$ cat src/design/irq_route_pkg.sv
// Constants, types and register map for the routed interrupt and clock-run block.
package irq_route_pkg;
   localparam int ADDR_W   = 4;
   localparam int DATA_W   = 8;
   localparam int NUM_IRQ  = 16;
   localparam int CNT_W    = 6;
   localparam int LOW_W    = 4;

   // Register offsets.
   localparam logic [ADDR_W-1:0] ADDR_ROUTE_FIRST  = 4'h0;
   localparam logic [ADDR_W-1:0] ADDR_ROUTE_SECOND = 4'h1;
   localparam logic [ADDR_W-1:0] ADDR_EVT_CTL      = 4'h2;
   localparam logic [ADDR_W-1:0] ADDR_EVT_STS      = 4'h3;
   localparam logic [ADDR_W-1:0] ADDR_STATUS       = 4'h4;

   // Field positions.
   localparam int SEL_LSB  = 0;
   localparam int SEL_W    = 4;
   localparam int EN_BIT   = 7;
   localparam int POL_LSB  = 0;
   localparam int PME_LSB  = 2;
   localparam int SMI_LSB  = 4;
   localparam int ST_DRIVE = 0;
   localparam int ST_QUIET = 1;
   localparam int ST_PEND  = 2;

   // Reset values.
   localparam logic [DATA_W-1:0] ROUTE_RESET = 8'h00;
   localparam logic [DATA_W-1:0] EVT_RESET   = 8'h00;
   localparam logic [SEL_W-1:0]  SEL_OFF     = 4'h0;

   // Timing counts in bus clocks.
   localparam logic [CNT_W-1:0] SYNC_LAG   = 6'h02;
   localparam logic [CNT_W-1:0] FRAME_CLKS = 6'h03;
   localparam logic [CNT_W-1:0] SAMPLE_OFS = 6'h02;
   localparam logic [CNT_W-1:0] FRAME_END  = 6'h33;
   localparam logic [1:0]       HOLD_EDGES = 2'h2;
   localparam logic [1:0]       HIGH_MIN   = 2'h2;
   localparam logic [LOW_W-1:0] QUIET_LOW  = 4'h2;

   typedef enum {S_IDLE, S_START, S_ACTIVE, S_FRAMES, S_STOP} sirq_state_t;

   typedef struct packed {
      logic              wr;
      logic              rd;
      logic [ADDR_W-1:0] addr;
      logic [DATA_W-1:0] wdata;
   } reg_req_t;
endpackage : irq_route_pkg

$ cat src/design/irq_route_clkrun.sv
// Routed interrupt inputs, serial interrupt slave and clock-run request.
//
// Added by the designer: the plain strobed port and the register addresses.
`timescale 1ns/100ps
module irq_route_clkrun
   import irq_route_pkg::*;
(
   input  wire logic              MCLK_I,        // Bus clock.
   input  wire logic              RST_B_I,       // Bus reset, active low.
   input  wire logic [ADDR_W-1:0] REG_ADDR_I,    // Register address.
   input  wire logic [DATA_W-1:0] REG_WDATA_I,   // Register write data.
   input  wire logic              REG_WR_I,      // Write strobe.
   input  wire logic              REG_RD_I,      // Read strobe.
   output logic       [DATA_W-1:0] REG_RDATA_O,  // Read data, next cycle.
   input  wire logic              ROUTED_IRQ_FIRST_I,  // First routed pin.
   input  wire logic              ROUTED_IRQ_SECOND_I, // Second routed pin.
   input  wire logic [NUM_IRQ-1:0] INT_IRQ_I,     // Internal IRQ levels.
   input  wire logic [NUM_IRQ-1:0] INT_IRQ_USED_I,// IRQs owned inside.
   input  wire logic              DRQ_I,         // Internal DMA request.
   output logic                   LDRQ_GO_O,     // DMA request may drive.
   output logic                   PME_O,         // Wake event, high.
   output logic                   SMI_O,         // Management irq, high.
   input  wire logic              CLKRUN_I,      // Clock-run line level.
   output logic                   CLKRUN_O,      // Clock-run drive value.
   output logic                   CLKRUN_OE_O,   // Clock-run drive enable.
   input  wire logic              SERIRQ_I,      // Serial irq line level.
   output logic                   SERIRQ_O,      // Serial irq drive value.
   output logic                   SERIRQ_OE_O    // Serial irq drive enable.
);
   //--------------------------------------------------------------------
   // Functions
   //--------------------------------------------------------------------
   function automatic logic [NUM_IRQ-1:0] route_vec(
      input logic [SEL_W-1:0] sel_a, input logic pin_a,
      input logic [SEL_W-1:0] sel_b, input logic pin_b);
      logic [NUM_IRQ-1:0] v;
      v = '0;
      if (sel_a != SEL_OFF) v[sel_a] = pin_a;
      if (sel_b != SEL_OFF) v[sel_b] = v[sel_b] | pin_b;
      return v;
   endfunction : route_vec

   function automatic logic [NUM_IRQ-1:0] route_mask(
      input logic [SEL_W-1:0] sel_a, input logic [SEL_W-1:0] sel_b);
      logic [NUM_IRQ-1:0] m;
      m = '0;
      if (sel_a != SEL_OFF) m[sel_a] = 1'b1;
      if (sel_b != SEL_OFF) m[sel_b] = 1'b1;
      return m;
   endfunction : route_mask

   function automatic logic [CNT_W-1:0] slot_of(input int n);
      return CNT_W'(n) * FRAME_CLKS + SAMPLE_OFS;
   endfunction : slot_of

   //--------------------------------------------------------------------
   // Reset release and input synchronisers
   //--------------------------------------------------------------------
   logic              rst_m_q, rst_n_q;
   logic [1:0]        pin_m_q, pin_s_q, pin_p_q;
   logic [NUM_IRQ-1:0] irq_m_q, irq_s_q;
   logic              drq_m_q, drq_s_q;
   logic              ck_m_q, ck_s_q, sq_m_q, sq_s_q, sq_p_q;
   logic              pend_m_q, pend_s_q;
   logic              pend_raw;

   always_ff @(posedge MCLK_I or negedge RST_B_I) begin
      if (!RST_B_I) begin
         rst_m_q <= 1'b0;
         rst_n_q <= 1'b0;
      end else begin
         rst_m_q <= 1'b1;
         rst_n_q <= rst_m_q;
      end
   end

   always_ff @(posedge MCLK_I or negedge rst_n_q) begin
      if (!rst_n_q) begin
         pin_m_q  <= '0;
         pin_s_q  <= '0;
         pin_p_q  <= '0;
         irq_m_q  <= '0;
         irq_s_q  <= '0;
         drq_m_q  <= 1'b0;
         drq_s_q  <= 1'b0;
         ck_m_q   <= 1'b0;
         ck_s_q   <= 1'b0;
         sq_m_q   <= 1'b1;
         sq_s_q   <= 1'b1;
         sq_p_q   <= 1'b1;
         pend_m_q <= 1'b0;
         pend_s_q <= 1'b0;
      end else begin
         pin_m_q  <= {ROUTED_IRQ_SECOND_I, ROUTED_IRQ_FIRST_I};
         pin_s_q  <= pin_m_q;
         pin_p_q  <= pin_s_q;
         irq_m_q  <= INT_IRQ_I;
         irq_s_q  <= irq_m_q;
         drq_m_q  <= DRQ_I;
         drq_s_q  <= drq_m_q;
         ck_m_q   <= CLKRUN_I;
         ck_s_q   <= ck_m_q;
         sq_m_q   <= SERIRQ_I;
         sq_s_q   <= sq_m_q;
         sq_p_q   <= sq_s_q;
         pend_m_q <= pend_raw;
         pend_s_q <= pend_m_q;
      end
   end

   //--------------------------------------------------------------------
   // Register file
   //--------------------------------------------------------------------
   reg_req_t          req;
   logic [DATA_W-1:0] route_a_q, route_b_q, evt_ctl_q, rdata_q;
   logic [1:0]        evt_sts_q;
   logic              en, quiet_q, hold_q;
   logic [SEL_W-1:0]  sel_a, sel_b;

   assign req   = '{wr: REG_WR_I, rd: REG_RD_I, addr: REG_ADDR_I,
                    wdata: REG_WDATA_I};
   assign en    = route_a_q[EN_BIT];
   assign sel_a = route_a_q[SEL_LSB +: SEL_W];
   assign sel_b = route_b_q[SEL_LSB +: SEL_W];

   always_ff @(posedge MCLK_I or negedge rst_n_q) begin
      if (!rst_n_q) begin
         route_a_q <= ROUTE_RESET;
         route_b_q <= ROUTE_RESET;
         evt_ctl_q <= EVT_RESET;
      end else if (req.wr) begin
         if (req.addr == ADDR_ROUTE_FIRST)  route_a_q <= req.wdata;
         if (req.addr == ADDR_ROUTE_SECOND) route_b_q <= req.wdata;
         if (req.addr == ADDR_EVT_CTL)      evt_ctl_q <= req.wdata;
      end
   end

   // Unmapped addresses read as zero.
   always_ff @(posedge MCLK_I or negedge rst_n_q) begin
      if (!rst_n_q) begin
         rdata_q <= '0;
      end else if (req.rd) begin
         case (req.addr)
            ADDR_ROUTE_FIRST:  rdata_q <= route_a_q;
            ADDR_ROUTE_SECOND: rdata_q <= route_b_q;
            ADDR_EVT_CTL:      rdata_q <= evt_ctl_q;
            ADDR_EVT_STS:      rdata_q <= {6'h00, evt_sts_q};
            ADDR_STATUS:       rdata_q <= {5'h00, pend_s_q, quiet_q,
                                           hold_q};
            default:           rdata_q <= '0;
         endcase
      end else begin
         rdata_q <= '0;
      end
   end
   assign REG_RDATA_O = rdata_q;

   //--------------------------------------------------------------------
   // Pin edge events (status is write-one-to-clear, set wins)
   //--------------------------------------------------------------------
   logic [1:0] evt, pol, sts_clr;
   logic       pme_q, smi_q;

   assign pol     = evt_ctl_q[POL_LSB +: 2];
   assign evt     = (pin_s_q & ~pin_p_q & ~pol)
                  | (~pin_s_q & pin_p_q & pol);
   assign sts_clr = (req.wr && req.addr == ADDR_EVT_STS) ?
                    req.wdata[1:0] : 2'b00;

   always_ff @(posedge MCLK_I or negedge rst_n_q) begin
      if (!rst_n_q) begin
         evt_sts_q <= '0;
         pme_q     <= 1'b0;
         smi_q     <= 1'b0;
      end else begin
         evt_sts_q <= evt | (evt_sts_q & ~sts_clr);
         pme_q     <= |(evt_sts_q & evt_ctl_q[PME_LSB +: 2]);
         smi_q     <= |(evt_sts_q & evt_ctl_q[SMI_LSB +: 2]);
      end
   end
   assign PME_O = pme_q;
   assign SMI_O = smi_q;

   //--------------------------------------------------------------------
   // Change detection
   //--------------------------------------------------------------------
   // The compare works without a clock, so a change is seen while the
   // bus clock is stopped; it only clears once the slot carried it.
   logic [NUM_IRQ-1:0] sent_q, lvl_raw, lvl_s, used;
   logic               drq_done_q, dma_ok_q;

   assign used    = INT_IRQ_USED_I | route_mask(sel_a, sel_b);
   // Internal levels of slots this device does not own must not mask a
   // routed pin, or the pin state would never reach the stream.
   assign lvl_raw = (INT_IRQ_I & INT_IRQ_USED_I)
                  | route_vec(sel_a, ROUTED_IRQ_FIRST_I,
                              sel_b, ROUTED_IRQ_SECOND_I);
   assign lvl_s   = (irq_s_q & INT_IRQ_USED_I)
                  | route_vec(sel_a, pin_s_q[0], sel_b, pin_s_q[1]);
   assign pend_raw = |((lvl_raw ^ sent_q) & used)
                   | (DRQ_I & ~drq_done_q);

   // A DMA request may drive only once the clock is seen running.
   always_ff @(posedge MCLK_I or negedge rst_n_q) begin
      if (!rst_n_q) begin
         drq_done_q <= 1'b0;
         dma_ok_q   <= 1'b0;
      end else begin
         dma_ok_q   <= drq_s_q & ~ck_s_q;
         if (!drq_s_q) drq_done_q <= 1'b0;
         else if (dma_ok_q) drq_done_q <= 1'b1;
      end
   end
   assign LDRQ_GO_O = dma_ok_q;

   //--------------------------------------------------------------------
   // Clock-run request
   //--------------------------------------------------------------------
   logic [1:0] high_cnt_q, hold_cnt_q;
   logic       armed, ck_oe;

   assign armed = (high_cnt_q == HIGH_MIN) & ck_s_q;
   assign ck_oe = rst_n_q & en
                & ((pend_raw & armed) | hold_q);

   always_ff @(posedge MCLK_I or negedge rst_n_q) begin
      if (!rst_n_q) begin
         high_cnt_q <= '0;
      end else if (ck_oe || !ck_s_q) begin
         high_cnt_q <= '0;
      end else if (high_cnt_q != HIGH_MIN) begin
         high_cnt_q <= high_cnt_q + 2'h1;
      end
   end

   always_ff @(posedge MCLK_I or negedge rst_n_q) begin
      if (!rst_n_q) begin
         hold_q     <= 1'b0;
         hold_cnt_q <= '0;
      end else if (!ck_oe) begin
         hold_q     <= 1'b0;
         hold_cnt_q <= '0;
      end else if (hold_cnt_q == HOLD_EDGES - 2'h1) begin
         hold_q     <= 1'b0;
         hold_cnt_q <= '0;
      end else begin
         hold_q     <= 1'b1;
         hold_cnt_q <= hold_cnt_q + 2'h1;
      end
   end
   assign CLKRUN_O    = 1'b0;
   assign CLKRUN_OE_O = ck_oe;

   //--------------------------------------------------------------------
   // Serial interrupt slave
   //--------------------------------------------------------------------
   sirq_state_t        state_q;
   logic [CNT_W-1:0]   cnt_q, cnt_nx;
   logic [LOW_W-1:0]   low_q;
   logic               sq_oe_q, start_go, in_slots;
   logic [NUM_IRQ-1:0] hit;

   assign start_go = quiet_q & pend_s_q & sq_s_q & sq_p_q & en;
   assign in_slots = (state_q == S_FRAMES)
                   | ((state_q == S_ACTIVE) & sq_s_q);
   assign cnt_nx   = (state_q == S_ACTIVE) ? SYNC_LAG : cnt_q + 6'h01;

   for (genvar n = 0; n < NUM_IRQ; n++) begin : g_slot
      assign hit[n] = in_slots & (cnt_nx == slot_of(n)) & used[n];
   end

   always_ff @(posedge MCLK_I or negedge rst_n_q) begin
      if (!rst_n_q) begin
         sent_q <= '0;
      end else begin
         for (int n = 0; n < NUM_IRQ; n++) begin
            if (hit[n]) sent_q[n] <= lvl_s[n];
         end
      end
   end

   always_ff @(posedge MCLK_I or negedge rst_n_q) begin
      if (!rst_n_q) begin
         sq_oe_q <= 1'b0;
      end else begin
         sq_oe_q <= en & (((state_q == S_IDLE) & start_go)
                        | |(hit & ~lvl_s));
      end
   end

   always_ff @(posedge MCLK_I or negedge rst_n_q) begin
      if (!rst_n_q) begin
         state_q <= S_IDLE;
         cnt_q   <= '0;
         low_q   <= '0;
         quiet_q <= 1'b0;
      end else begin
         case (state_q)
            S_IDLE: begin
               if (!sq_s_q) state_q <= S_ACTIVE;
               else if (start_go) state_q <= S_START;
            end
            S_START: if (!sq_s_q) state_q <= S_ACTIVE;
            S_ACTIVE: begin
               if (sq_s_q) begin
                  state_q <= S_FRAMES;
                  cnt_q   <= cnt_nx;
               end
            end
            S_FRAMES: begin
               cnt_q <= cnt_nx;
               if (cnt_nx == FRAME_END) begin
                  state_q <= S_STOP;
                  low_q   <= '0;
               end
            end
            S_STOP: begin
               if (!sq_s_q) begin
                  low_q <= low_q + 4'h1;
               end else if (low_q != '0) begin
                  quiet_q <= (low_q == QUIET_LOW);
                  state_q <= S_IDLE;
               end
            end
            default: state_q <= S_IDLE;
         endcase
      end
   end
   assign SERIRQ_O    = 1'b0;
   assign SERIRQ_OE_O = sq_oe_q;
endmodule : irq_route_clkrun

$ cat config.mk
export PLATFORM = sky130hd
export DESIGN_NAME = irq_route_clkrun
export DESIGN_NICKNAME = d
export VERILOG_FILES = /design/src/design/irq_route_pkg.sv /design/src/design/irq_route_clkrun.sv
export SDC_FILE = /design/constraint.sdc
export NUM_CORES = 1
export LEC_CHECK = 0
export BUFFER_PORTS_ARGS = -buffer_cell sky130_fd_sc_hd__buf_2
export CAP_MARGIN = 5
export CELL_PAD_IN_SITES_DETAIL_PLACEMENT = 1
export CELL_PAD_IN_SITES_GLOBAL_PLACEMENT = 1
export CORE_MARGIN = 4
export CORE_UTILIZATION = 46
export CTS_CLUSTER_SIZE = 12
export DETAILED_ROUTE_END_ITERATION = 6
export PLACE_DENSITY_LB_ADDON = 0.1
export SLEW_MARGIN = 30
export SYNTH_ARGS = -nofsm -noshare
export SYNTH_HDL_FRONTEND = slang
export SYNTH_SLANG_ARGS = --single-unit
export TNS_END_PERCENT = 100
$ cat constraint.sdc
create_clock -name MCLK_I -period 5.7 [get_ports MCLK_I]
set_clock_uncertainty 0.1 [all_clocks]
set_input_delay 0.57 -clock MCLK_I [delete_from_list [all_inputs] [get_ports MCLK_I]]
set_output_delay 0.57 -clock MCLK_I [all_outputs]
set_load 0.03 [all_outputs]
==> flow_summary.yaml <==
clocking:
  ctsHoldBuffers: 1
  cts_tree: "built"
  clock_tree.root_cell: "clkbuf_16"
  insertion_delay_ns: 0.43
  post_cts.repair.setup_buffers: 0
  clk_path_buf_depth: 2
  cts_made_buffers: 17
  cts_sinks: 123
  post_cts_resized: 0
  htree_num_levels: 4
  clkTransAtPathRegs_ns: 0.06
route:
  postRouteAntennaNets: 0
  wirelength_um: 24700
  drt-vias-per-instance: 6.54
  drc: 0
  drt_iter0_drc: 583
  vias: 6433
  dr.pass1.iters: 5
  avgRoutedWirePerCell_um: 25.1
global_routing:
  gr-total-overflow: 0
  grt_usage_pct: 28.6
  grt_first_pass_wirelength_um: 39000
  antenna_found_initial: 0
  grt_pass1_vias: 6646
  grt_max_degree: 67
critical_path:
  r2r_start: "cnt_q[0]$_DFFE_PN0P_"
  path_max_fanout: 24
  crit_type: "reg -> out"
  startpoint: "route_b_q[0]$_DFFE_PN0P_"
  worstPathArrival_ns: 3.87
  startpoint_type: "register"
  worst_ep_required_time_ns: 5.03
  critPathCaptureType: "output pin"
job:
  maxCapViolations: 0
die:
  dieHeight_um: 132
  die_x_um: 132
  core_um2: 14800
  rows: 44
  dieArea_um2: 17300
  boundaryPins: 68
  start_util_pct: 47.7
power:
  power.share.clock_pct: 32.4
  p_leak_nw: 3.39
  switching_share_pct: 39.6
  p_seq_share_pct: 36.8
  p_comb_share_pct: 30.8
  p_switching_mw: 1.37
  intPower_mw: 2.09
  powerDensity_nw_per_um2: 431
  ir_worst_vdd_mv: 0.294
yosys:
  dominantRegCellSynth: "dfrtp_1"
  syn-cell-area_um2: 7030
  syn_avg_cell_area_um2: 9.50
  seq_area_frac_synth_pct: 43.8
  synthArstFlopShare_pct: 100
  ys_ff_latch: 123
  yosysWarnings: 0
  synth_cells: 740
  synth_cell_types: 79
  synth_edf_count: 0
cells_and_area:
  num_antenna_cells: 0
  n_fill_cell: 1687
  synthToLayoutAreaGrowth_pct: 14.0
  final_area_um2: 8020
  multiInputGateArea_um2: 3690
  nets: 845
  ff_latch_area_um2: 3090
  layout_common_cells: "dfrtp_1 (119), nand2_1 (80), buf_2 (65)"
  drive_gt1_share_pct: 19.5
  stdcell_count: 984
  layout_commonest_cell: "dfrtp_1"
sta:
  tns_ns: 0
  hold_viol: 0
  finalSetupViolations: 0
  period_share_pct: 79.7
  min_period_ns: 4.54
  relSlewSlack_pct: 39.1
  worst_pin_slew_ns: 0.914
  slew_violations: 0
  rsz0062_at_grt: "false"
  fmax_ghz: 0.220
worst_hold_path:
  hp-start: "SERIRQ_I"
  hp-class: "in -> reg"
placed_design:
  dp_hpwl_um: 18100
  portBuffers: 65
  finalWeightedCongestion: 0.984
  postPlaceCellArea_um2: 7400
  place_inst: 951
outcome:
  outcome: "completed"
## synthesized netlist by cell type (11+ instances only)
master / number / share of area (%)
a21oi_1: 47 / 3.3
a32oi_1: 11 / 1.4
buf_2: 16 / 1.1
clkbuf_1: 17 / 0.91
dfrtp_1: 120 / 43
inv_1: 17 / 0.91
mux2_2: 33 / 5.3
mux2i_1: 12 / 1.7
nand2_1: 80 / 4.3
nand3_1: 31 / 2.2
nand4_1: 17 / 1.5
nor2_1: 55 / 2.9
nor2b_1: 12 / 1.1
nor3_1: 24 / 1.7
o21ai_0: 42 / 3.0
xor2_1: 11 / 1.4
## layout make-up
cell class / count / share of cell area, %
clock buffers: 19 / 5.40
repair buffers: 68 / 4.37
flip-flops and latches: 123 / 38.5
inverters: 17 / 0.796
well taps: 184 / 2.87
multi-input cells: 560 / 46.0
clock inverters: 13 / 2.08
## power by group through the flow
stage | logic, mW | clock network (mW) | registers, mW
final | 1.06 | 1.12 | 1.27
after global routing | 1.15 | 1.17 | 1.30
after CTS | 1.05 | 1.13 | 1.27
after detailed placement | 1.03 | 0 | 1.28
after global placement | 1.00 | 0 | 1.26
after floorplan | 0.821 | 0 | 1.14
## routing by layer
metal  routed length, um  global-route usage, %  up-vias
li1                    -                      -     2862
met1               10900                   40.5     3254
met2               11500                   44.0      262
met3                1580                   5.43       55
met4                 712                   10.2        0
met5                   0                      0        -
## final timing paths
path / to / slack (ns) / cells past startpoint
hold reg to reg: irq_s_q[9]$_DFF_PN0_ / 0.24 / 0
min in group asynchronous: irq_m_q[11]$_DFF_PN0_ / 0.30 / 0
hold / removal: sq_m_q$_DFF_PN1_ / 0.14 / 1
setup reg to reg: SERIRQ_OE_O$_DFF_PN0_ / 1.94 / 10
setup / recovery: CLKRUN_OE_O / 1.16 / 9
max in group asynchronous: irq_s_q[3]$_DFF_PN0_ / 3.83 / 1
## registers in the layout, summed over array words and instances (netlist names), 2 cells and up
name         cells
high_cnt_q       2
hold_cnt_q       2
state_q          3
REG_RDATA_O      8
pin_s_q          2
pin_m_q          2
irq_m_q         16
route_b_q        8
route_a_q        8
cnt_q            6
low_q            4
sent_q          16
irq_s_q         16
pin_p_q          2
evt_sts_q        2
evt_ctl_q        8
## kinds of logic after synthesis
family / count (synthesis) / share of synthesized area, %
fa+ha+maj: 5 / 0.890
simple gates: 291 / 22.7
xor+xnor: 16 / 2.10
mux: 45 / 6.99
other cells: 2 / 0.107
buf+inv: 58 / 3.84
flops: 123 / 43.8
compound gates: 200 / 19.5
## per-stage QoR
step                setup WS (ns)  hold WS, ns  utilization, %  power (mW)
floorplan                    1.16        0.174               -        1.96
global placement             1.73        0.232            50.2        2.26
detailed placement           1.63        0.236            50.2        2.31
CTS                          1.16        0.133            54.3        3.44
global route                0.931        0.129            54.3        3.62
finish                       1.16        0.144            54.3        3.46
## worst max-delay path, cell delays in order (launching register included)
cell	delay, ns
dfrtp_1	0.90
nor4b_2	0.73
a22o_1	0.30
o21ai_0	0.14
a21oi_1	0.21
a311oi_1	0.10
nor4bb_1	0.42
and4b_4	0.32
a31oi_4	0.10
buf_2	0.21
No activity file was read; power rests on OpenSTA's default activity.
